[src/rtl/lcs_regs.svh]
// Purpose: Offsets, field positions, reset values and codes of the link control block.
// Assumes: Register indices are word indices; byte address is four times the index.
// Notes: Definitions only.
`ifndef LCS_REGS_SVH
`define LCS_REGS_SVH
`define LCS_IDX_LINK_CTRL 8'h44
`define LCS_IDX_WIDTH_CFG 8'h46
`define LCS_IDX_IRQ_STAT 8'h50
`define LCS_IDX_IRQ_MASK 8'h51
`define LCS_BIT_PROTO 12
`define LCS_BIT_CRC_LO 8
`define LCS_BIT_TX_OFF 7
`define LCS_BIT_EOC 6
`define LCS_BIT_INIT 5
`define LCS_BIT_FAIL 4
`define LCS_BIT_FORCE 3
`define LCS_BIT_TEST 2
`define LCS_BIT_FLOOD 1
`define LCS_BIT_DW_OUT 15
`define LCS_BIT_WIDTH_LO 12
`define LCS_BIT_DW_IN 11
`define LCS_W_2 3'h4
`define LCS_W_4 3'h5
`define LCS_W_8 3'h0
`define LCS_W_16 3'h1
`define LCS_W_32 3'h3
`define LCS_RST_WIDTH 3'h0
`define LCS_RST_MASK 5'h00
`define LCS_IRQ_PROTO 0
`define LCS_IRQ_CRC 1
`define LCS_IRQ_FAIL 2
`define LCS_IRQ_TEST 3
`define LCS_IRQ_FLOOD 4
`endif

[src/rtl/lcs_pkg.sv]
// Purpose: Types shared by the link control block.
// Assumes: Nothing beyond the register header.
// Notes: Mode codes follow the two strap pins.
package lcs_pkg;
   typedef enum logic [1:0] {
      LCS_SP = 2'h0,
      LCS_DSP = 2'h1,
      LCS_GSP = 2'h2,
      LCS_GDP = 2'h3
   } lcs_mode_e;
   // Events and status coming from the link side; events are sampled on link clock edges, init_done is read as a level.
   typedef struct packed {
      logic proto_err;
      logic [3:0] crc_err;
      logic fail_det;
      logic init_done;
      logic neg_done;
      logic [2:0] neg_width;
      logic test_done;
   } lcs_link_in_s;
   // Controls driven toward the link.
   typedef struct packed {
      logic tx_off;
      logic force_crc;
      logic test_run;
      logic sync_flood;
      logic link_fail;
      logic [2:0] width_out;
   } lcs_link_out_s;
endpackage : lcs_pkg

[src/rtl/lcs_link_ctrl.sv]
// Purpose: Control and status fields of one packet link port, reached over APB.
// Assumes: Link inputs are asynchronous; events are sampled on rising edges of LINK_CLK, init_done is read as a level;
//          WARM_RST_B and MODE are asynchronous pins; RST_B is the cold reset.
// Notes: APB answers with one wait state; unmapped addresses give PSLVERR.
// Notes on behaviour
// - Protocol error latches, write-one clears, survives warm
// - General modes: bit twelve reads zero
// - Four per-lane CRC error flags, write-one clear
// - Transmit off: set-only, cleared by reset
// - End-of-chain drops packets, nonposted get error
// - End-of-chain set-only, cleared on warm reset
// - Read-only init done status bit
// - Link failure: hardware/software set, software clear
// - Software link failure value applies at warm reset
// - Force bit corrupts outgoing CRC, warm clears
// - CRC test starts on write, self clears
// - Flood enable: CRC error floods, sets failure
// - Outgoing width codes two through eight
// - Width fixed eight in single modes
// - Negotiated width loads; writes apply at warm
// - Doubleword flow control bits read zero
`timescale 1ns/1ps
`include "lcs_regs.svh"
module lcs_link_ctrl (
   input wire logic CLOCK,
   input wire logic RST_B,
   input wire logic WARM_RST_B,
   input wire logic [1:0] MODE,
   input wire logic LINK_CLK,
   input wire lcs_pkg::lcs_link_in_s LINK_IN,
   input wire logic REQ_VALID,
   input wire logic REQ_NONPOSTED,
   input wire logic PSEL,
   input wire logic PENABLE,
   input wire logic PWRITE,
   input wire logic [9:0] PADDR,
   input wire logic [31:0] PWDATA,
   output logic [31:0] PRDATA,
   output logic PREADY,
   output logic PSLVERR,
   output lcs_pkg::lcs_link_out_s LINK_OUT,
   output logic DROP_PKT,
   output logic NXA_RESP,
   output logic IRQ
);
   ////////////////////////////////////////////////////////////////////////////////
   // Synchronisers. The first stage of each is read only by the second.
   lcs_pkg::lcs_link_in_s lin_s1_r, lin_s2_r;
   logic [3:0] pin_s1_r, pin_s2_r;
   logic lclk_d_r, mode_cap_r, warm_d_r;
   lcs_pkg::lcs_mode_e mode_r;
   always_ff @(posedge CLOCK or negedge RST_B) begin
      if (!RST_B) begin
         lin_s1_r <= '0;
         lin_s2_r <= '0;
      end else begin
         lin_s1_r <= LINK_IN;
         lin_s2_r <= lin_s1_r;
      end
   end

   // Pin synchronisers keep running through cold reset, so the mode strap is
   // already settled when it is caught on the first edge after release.
   always_ff @(posedge CLOCK) begin
      pin_s1_r <= {LINK_CLK, WARM_RST_B, MODE};
      pin_s2_r <= pin_s1_r;
   end
   wire logic lclk_s = pin_s2_r[3];
   wire logic warm_b_s = pin_s2_r[2];
   wire logic lclk_rise = lclk_s & ~lclk_d_r;
   wire logic warm_on = ~warm_b_s;
   wire logic warm_end = warm_b_s & ~warm_d_r;

   // Edge history; the mode strap is caught once after cold reset release.
   always_ff @(posedge CLOCK or negedge RST_B) begin
      if (!RST_B) begin
         lclk_d_r <= 1'b0;
         warm_d_r <= 1'b1;
         mode_cap_r <= 1'b0;
         mode_r <= lcs_pkg::LCS_SP;
      end else begin
         lclk_d_r <= lclk_s;
         warm_d_r <= warm_b_s;
         mode_cap_r <= 1'b1;
         if (!mode_cap_r) begin
            mode_r <= lcs_pkg::lcs_mode_e'(pin_s2_r[1:0]);
         end
      end
   end
   wire logic gen_mode = (mode_r == lcs_pkg::LCS_GSP) || (mode_r == lcs_pkg::LCS_GDP);

   // Link events count once per link clock edge, since they are link-cycle levels.
   wire logic ev_proto = lclk_rise & lin_s2_r.proto_err & ~gen_mode;
   wire logic [3:0] ev_crc = {4{lclk_rise}} & lin_s2_r.crc_err;
   wire logic ev_crc_any = |ev_crc;
   wire logic ev_test_done = lclk_rise & lin_s2_r.test_done;
   wire logic ev_neg = lclk_rise & lin_s2_r.neg_done;

   ////////////////////////////////////////////////////////////////////////////////
   // APB slave: the answer comes one cycle into the access phase.
   logic [31:0] rdata_r;
   logic pready_r, pslverr_r;
   wire logic [7:0] idx = PADDR[9:2];
   wire logic acc = PSEL & PENABLE & pready_r;
   wire logic wr = acc & PWRITE;
   function automatic logic hit(input logic [7:0] i, input logic [7:0] want);
      hit = (i == want);
   endfunction : hit
   wire logic wr_ctrl = wr & hit(idx, `LCS_IDX_LINK_CTRL) & ~pslverr_r;
   wire logic wr_wcfg = wr & hit(idx, `LCS_IDX_WIDTH_CFG) & ~pslverr_r;
   wire logic wr_mask = wr & hit(idx, `LCS_IDX_IRQ_MASK) & ~pslverr_r;
   wire logic rd_stat = acc & ~PWRITE & hit(idx, `LCS_IDX_IRQ_STAT);
   wire logic mapped = hit(idx, `LCS_IDX_LINK_CTRL) | hit(idx, `LCS_IDX_WIDTH_CFG)
                      | hit(idx, `LCS_IDX_IRQ_STAT) | hit(idx, `LCS_IDX_IRQ_MASK);

   ////////////////////////////////////////////////////////////////////////////////
   // Field storage.
   logic proto_r, tx_off_r, eoc_r, fail_r, fail_pend_r, force_r, test_r, flood_en_r;
   logic flood_r;
   logic [3:0] crc_r;
   logic [2:0] width_r, width_pend_r;
   logic [4:0] stat_r, mask_r;

   // Error flags: a hardware set in the clear cycle wins; warm reset keeps them.
   always_ff @(posedge CLOCK or negedge RST_B) begin
      if (!RST_B) begin
         proto_r <= 1'b0;
         crc_r <= 4'h0;
      end else begin
         proto_r <= ev_proto | (proto_r & ~(wr_ctrl & PWDATA[`LCS_BIT_PROTO]));
         crc_r <= ev_crc | (crc_r & ~({4{wr_ctrl}} & PWDATA[`LCS_BIT_CRC_LO +: 4]));
      end
   end

   // Set-only controls; only reset returns them to zero.
   always_ff @(posedge CLOCK or negedge RST_B) begin
      if (!RST_B) begin
         tx_off_r <= 1'b0;
         eoc_r <= 1'b0;
      end else if (warm_on) begin
         tx_off_r <= 1'b0;
         eoc_r <= 1'b0;
      end else begin
         tx_off_r <= tx_off_r | (wr_ctrl & PWDATA[`LCS_BIT_TX_OFF]);
         eoc_r <= eoc_r | (wr_ctrl & PWDATA[`LCS_BIT_EOC]);
      end
   end

   // Test, force and flood controls, all cleared while warm reset is held.
   always_ff @(posedge CLOCK or negedge RST_B) begin
      if (!RST_B) begin
         force_r <= 1'b0;
         test_r <= 1'b0;
         flood_en_r <= 1'b0;
         flood_r <= 1'b0;
      end else if (warm_on) begin
         force_r <= 1'b0;
         test_r <= 1'b0;
         flood_en_r <= 1'b0;
         flood_r <= 1'b0;
      end else begin
         if (wr_ctrl) begin
            force_r <= PWDATA[`LCS_BIT_FORCE];
            flood_en_r <= PWDATA[`LCS_BIT_FLOOD];
         end
         // A start write in the done cycle restarts the test.
         if (wr_ctrl && PWDATA[`LCS_BIT_TEST]) begin
            test_r <= 1'b1;
         end else if (ev_test_done) begin
            test_r <= 1'b0;
         end
         if (flood_en_r && ev_crc_any) begin
            flood_r <= 1'b1;
         end
      end
   end

   // Link failure: the readable bit changes by hardware, or by the pending
   // software value at the end of warm reset. Keeping both copies lets software
   // stage a recovery without dropping the link under live traffic.
   wire logic hw_fail = (lclk_rise & lin_s2_r.fail_det) | (flood_en_r & ev_crc_any & ~warm_on);
   always_ff @(posedge CLOCK or negedge RST_B) begin
      if (!RST_B) begin
         fail_r <= 1'b0;
         fail_pend_r <= 1'b0;
      end else begin
         if (hw_fail) begin
            fail_r <= 1'b1;
            fail_pend_r <= 1'b1;
         end else begin
            if (wr_ctrl) begin
               fail_pend_r <= PWDATA[`LCS_BIT_FAIL];
            end
            if (warm_end) begin
               fail_r <= fail_pend_r;
            end
         end
      end
   end

   // Outgoing width: fixed in single modes, negotiated, written values deferred.
   function automatic logic width_ok(input logic [2:0] w);
      width_ok = (w == `LCS_W_2) || (w == `LCS_W_4) || (w == `LCS_W_8);
   endfunction : width_ok
   always_ff @(posedge CLOCK or negedge RST_B) begin
      if (!RST_B) begin
         width_r <= `LCS_RST_WIDTH;
         width_pend_r <= `LCS_RST_WIDTH;
      end else if (!gen_mode) begin
         width_r <= `LCS_W_8;
         width_pend_r <= `LCS_W_8;
      end else if (ev_neg && width_ok(lin_s2_r.neg_width)) begin
         width_r <= lin_s2_r.neg_width;
         width_pend_r <= lin_s2_r.neg_width;
      end else begin
         if (wr_wcfg && width_ok(PWDATA[`LCS_BIT_WIDTH_LO +: 3])) begin
            width_pend_r <= PWDATA[`LCS_BIT_WIDTH_LO +: 3];
         end
         if (warm_end) begin
            width_r <= width_pend_r;
         end
      end
   end

   ////////////////////////////////////////////////////////////////////////////////
   // Interrupts: sticky status cleared by its read; a same-cycle event survives.
   wire logic [4:0] ev_vec = {flood_en_r & ev_crc_any, ev_test_done & test_r,
                              hw_fail, ev_crc_any, ev_proto};
   always_ff @(posedge CLOCK or negedge RST_B) begin
      if (!RST_B) begin
         stat_r <= 5'h00;
         mask_r <= `LCS_RST_MASK;
      end else begin
         stat_r <= ev_vec | (stat_r & ~{5{rd_stat}});
         if (wr_mask) begin
            mask_r <= PWDATA[4:0];
         end
      end
   end

   // Read mux; dword flow control and general-mode bit twelve read zero.
   logic [15:0] ctrl_rd, wcfg_rd;
   always_comb begin
      ctrl_rd = 16'h0000;
      ctrl_rd[`LCS_BIT_PROTO] = proto_r & ~gen_mode;
      ctrl_rd[`LCS_BIT_CRC_LO +: 4] = crc_r;
      ctrl_rd[`LCS_BIT_TX_OFF] = tx_off_r;
      ctrl_rd[`LCS_BIT_EOC] = eoc_r;
      ctrl_rd[`LCS_BIT_INIT] = lin_s2_r.init_done;
      ctrl_rd[`LCS_BIT_FAIL] = fail_r;
      ctrl_rd[`LCS_BIT_FORCE] = force_r;
      ctrl_rd[`LCS_BIT_TEST] = test_r;
      ctrl_rd[`LCS_BIT_FLOOD] = flood_en_r;
      wcfg_rd = 16'h0000;
      wcfg_rd[`LCS_BIT_WIDTH_LO +: 3] = width_r;
   end

   // Answer phase: data and error are registered with PREADY.
   always_ff @(posedge CLOCK or negedge RST_B) begin
      if (!RST_B) begin
         pready_r <= 1'b0;
         pslverr_r <= 1'b0;
         rdata_r <= 32'h00000000;
      end else begin
         pready_r <= PSEL & PENABLE & ~pready_r;
         pslverr_r <= PSEL & PENABLE & ~pready_r & ~mapped;
         if (PSEL && PENABLE && !pready_r) begin
            case (1'b1)
               hit(idx, `LCS_IDX_LINK_CTRL): rdata_r <= {16'h0000, ctrl_rd};
               hit(idx, `LCS_IDX_WIDTH_CFG): rdata_r <= {16'h0000, wcfg_rd};
               hit(idx, `LCS_IDX_IRQ_STAT): rdata_r <= {27'h0000000, stat_r};
               hit(idx, `LCS_IDX_IRQ_MASK): rdata_r <= {27'h0000000, mask_r};
               default: rdata_r <= 32'h00000000;
            endcase
         end
      end
   end

   ////////////////////////////////////////////////////////////////////////////////
   // Link-facing outputs and packet steering, all registered.
   logic drop_r, nxa_r, irq_r;
   lcs_pkg::lcs_link_out_s lout_r;
   always_ff @(posedge CLOCK or negedge RST_B) begin
      if (!RST_B) begin
         drop_r <= 1'b0;
         nxa_r <= 1'b0;
         irq_r <= 1'b0;
         lout_r <= '0;
      end else begin
         drop_r <= REQ_VALID & eoc_r;
         nxa_r <= REQ_VALID & eoc_r & REQ_NONPOSTED;
         irq_r <= |(stat_r & mask_r);
         lout_r.tx_off <= tx_off_r;
         lout_r.force_crc <= force_r;
         lout_r.test_run <= test_r;
         lout_r.sync_flood <= flood_r;
         lout_r.link_fail <= fail_r;
         lout_r.width_out <= width_r;
      end
   end
   assign PRDATA = rdata_r;
   assign PREADY = pready_r;
   assign PSLVERR = pslverr_r;
   assign LINK_OUT = lout_r;
   assign DROP_PKT = drop_r;
   assign NXA_RESP = nxa_r;
   assign IRQ = irq_r;
endmodule : lcs_link_ctrl

[config.mk]
export PLATFORM = sky130hd
export DESIGN_NAME = lcs_link_ctrl
export DESIGN_NICKNAME = d
export VERILOG_FILES = /design/src/rtl/lcs_pkg.sv /design/src/rtl/lcs_link_ctrl.sv
export VERILOG_INCLUDE_DIRS = /design/src /design/src/rtl
export SDC_FILE = /design/constraint.sdc
export NUM_CORES = 1
export LEC_CHECK = 0
export BUFFER_PORTS_ARGS = -buffer_cell sky130_fd_sc_hd__buf_2
export CORE_MARGIN = 8
export CORE_UTILIZATION = 23
export DETAILED_ROUTE_END_ITERATION = 7
export GPL_ROUTABILITY_DRIVEN = 1
export PLACE_DENSITY_LB_ADDON = 0.2
export SLEW_MARGIN = 20
export SYNTH_ARGS = -nofsm -noshare
export SYNTH_HDL_FRONTEND = slang
export SYNTH_SLANG_ARGS = --single-unit
[constraint.sdc]
create_clock -name CLOCK -period 1.4 [get_ports CLOCK]
set_input_delay 0.28 -clock CLOCK [delete_from_list [all_inputs] [get_ports CLOCK]]
set_output_delay 0.28 -clock CLOCK [all_outputs]
set_load 0.03 [all_outputs]
==> impl_metrics.toml <==
[worst_setup_path]
cp.arrival_ns = 1.69
end_kind = "flop"
reg2reg_from = "PREADY"
cp-startpoint = "PADDR[7]"
critical_path_class = "in -> reg"
cp-start-kind = "input port"
cp.required_ns = 1.61
cp_max_fo = 5

[sta]
fmax_ghz = 0.675
worst_slack_ns = -0.0815
finalSetupViolCount = 28
slew_violations = 0
fin_crit_sh = 1.06
holdWs_ns = 0.0337
hold_viol = 0
setup_tns_ns = -0.993
rsz0062_at_grt = "true"
period_needed_ns = 1.48
finClkSkew_ns = 0.00610

[place]
place_congestion = 0.761
post_dp_cell_area_um2 = 4120
post-dp-hpwl_mm = 6.36
dp_slack_ns = -0.487
port_buffers = 71
placed_cells = 526

[synth]
ys.flop_type = "dfrtp_1"
yosysTopAreaCell = "dfrtp_1"
synth_top_area_frac = 0.621
synth_cell_type_count = 48
yosysWarnings = 0
async_reset_ff_frac = 0.934
avgSynthCellArea_um2 = 13.4
postSynthCellCount = 253
synth_common_cells = "dfrtp_1 (84), nand2_1 (23), buf_4 (18), a22o_1 (12)"
synth-edff-count = 0
yosysMostFrequentCell = "dfrtp_1"
synth.top_cells.by_area = "dfrtp_1 (62%), buf_4 (4.0%), dfxtp_1 (3.5%), mux2i_1 (3.3%), a22o_1 (3.1%)"
yosysSeqAreaShare = 0.664
mappedNetlistArea_um2 = 3380
ys_seq_elements = 91

[cts]
cts_buffers = 9
cts_root_buffer = "clkbuf_16"
htree_levels = 3
clock_latency_ns = 0.34
cts.sinks = 91
cts_tree = "done"
clockBufferDepth = 2
cts.reportedPaths.clkPinSlew_ns = 0.07

[drt]
antenna_left = 0
drtIter0Drc = 119
firstDrtPassIters = 5
wl_per_cell_um = 15.6
drcViolationCount = 0
vias = 2271
viasPerCell = 4.14
drt_wl_total_mm = 8.55

[global_routing]
grt_usage = 0.0949
grt_util_met1 = 0.119
grt.busiest_layer = "met2"
grt_start_max_net_pins = 25
grt_pass1_vias = 2492
grt_pass1_wl_mm = 13.4
grt-ovfl-total = 0
met3_usage = 0.0456
antenna_found_initial = 0
grt_use_met2 = 0.143

[power]
vdd_drop_max_mv = 0.656
p_leak_nw = 2.21
p_per_area_nw_per_um2 = 1220
finalPower_mw = 5.62

[die]
rows = 44
io_pins = 110
die-width_um = 137
die_area_um2 = 18900
fp.coreArea_um2 = 14500
die_h_um = 137
start_util = 0.234

[outcome]
violations = "negative setup slack"
outcome = "finished with violations"

[cells_and_area]
utilization = 0.319
syn_to_final_growth_pct = 36.5
nets = 424
n_fill_cell = 1495
drive_above_1_share = 0.423
n_antenna_cell = 0
fin_cells = 548
post-route-cell-area_um2 = 4620

[min_path]
min_from = "WARM_RST_B"
hold_path_class = "in -> reg"

[run]
maxCapViolations = 0
==> layout by cell type (no fill, tap or decap), types with 5 or more instances in the layout <==
cell       netlist  final
mux2i_1         11     11
nand2_1         23     22
dfxtp_1          6      6
mux2_4           5      5
o21ai_1          1      6
clkbuf_16        0     10
conb_1           2     18
dfrtp_1         84     84
nor2_1           6      5
buf_12           0      5
buf_2            1     68
buf_6            3      5
nand3_1         10      6
a22o_1          12     12
buf_4           18     26
==> worst max-delay path, cell delays in order <==
cell and delay [ns]:
buf_6 0.09, or4b_4 0.56, buf_6 0.16, or3_4 0.40, o21ai_2 0.12, a31oi_1 0.09
==> routing by layer <==
layer  share of wire  vias up
met2            0.45       75
met4           0.010        0
met5               0        -
met3           0.079        5
met1            0.46     1123
li1                -     1068
==> worst paths after layout <==
kind / end / slack (ns) / cells after the start
max: width_pend_r[2] / -0.08 / 6
min: pin_s1_r[2] / 0.03 / 1
max reg2reg: PRDATA[1] / -0.07 / 7
min reg2reg: pin_s2_r[1] / 0.33 / 0
max in group asynchronous: warm_d_r / 0.50 / 3
min in group asynchronous: PRDATA[4] / 0.38 / 2
==> kinds of logic after synthesis <==
family                 synth area share
muxes                            0.0580
DFF                               0.664
other                           0.00222
and+or+nand+nor                   0.116
buffers and inverters            0.0591
AOI/OAI and AO/OA                 0.101
==> registers in the layout, indices dropped and copies added, names as in the netlist, 3 cells and up <==
register,count
lin_s2_r,11
crc_r,4
lin_s1_r,12
width_r,3
LINK_OUT,8
stat_r,5
width_pend_r,3
PRDATA,15
pin_s1_r,3
mask_r,5
pin_s2_r,3
==> layout make-up <==
type	instances	area, um2	share of cell area
tap	184	230	0.0499
clock buffer	10	239	0.0517
inverter	2	7.51	0.00163
multi-input combinational	149	1090	0.237
timing repair buffer	106	727	0.157
clock inverter	6	72.6	0.0157
sequential	91	2250	0.487
==> power breakdown <==
group | total, mW | internal (mW) | switching, mW
Combinational | 0.396 | 0.151 | 0.245
Clock | 2.50 | 1.45 | 1.05
Sequential | 2.73 | 2.69 | 0.0326
Total | 5.62 | 4.30 | 1.33
==> what timing repair did <==
item / 4_1_cts / 5_1_grt
hold buffers: 1 / 0
pin swaps: 4 / 6
endpoints found under the hold margin: 18 / 0
setup buffers: 2 / 4
gates resized for setup: 13 / 16
endpoints found under the setup margin: 35 / 34
gates cloned: 0 / 1
(Power assumes the default switching activity.)
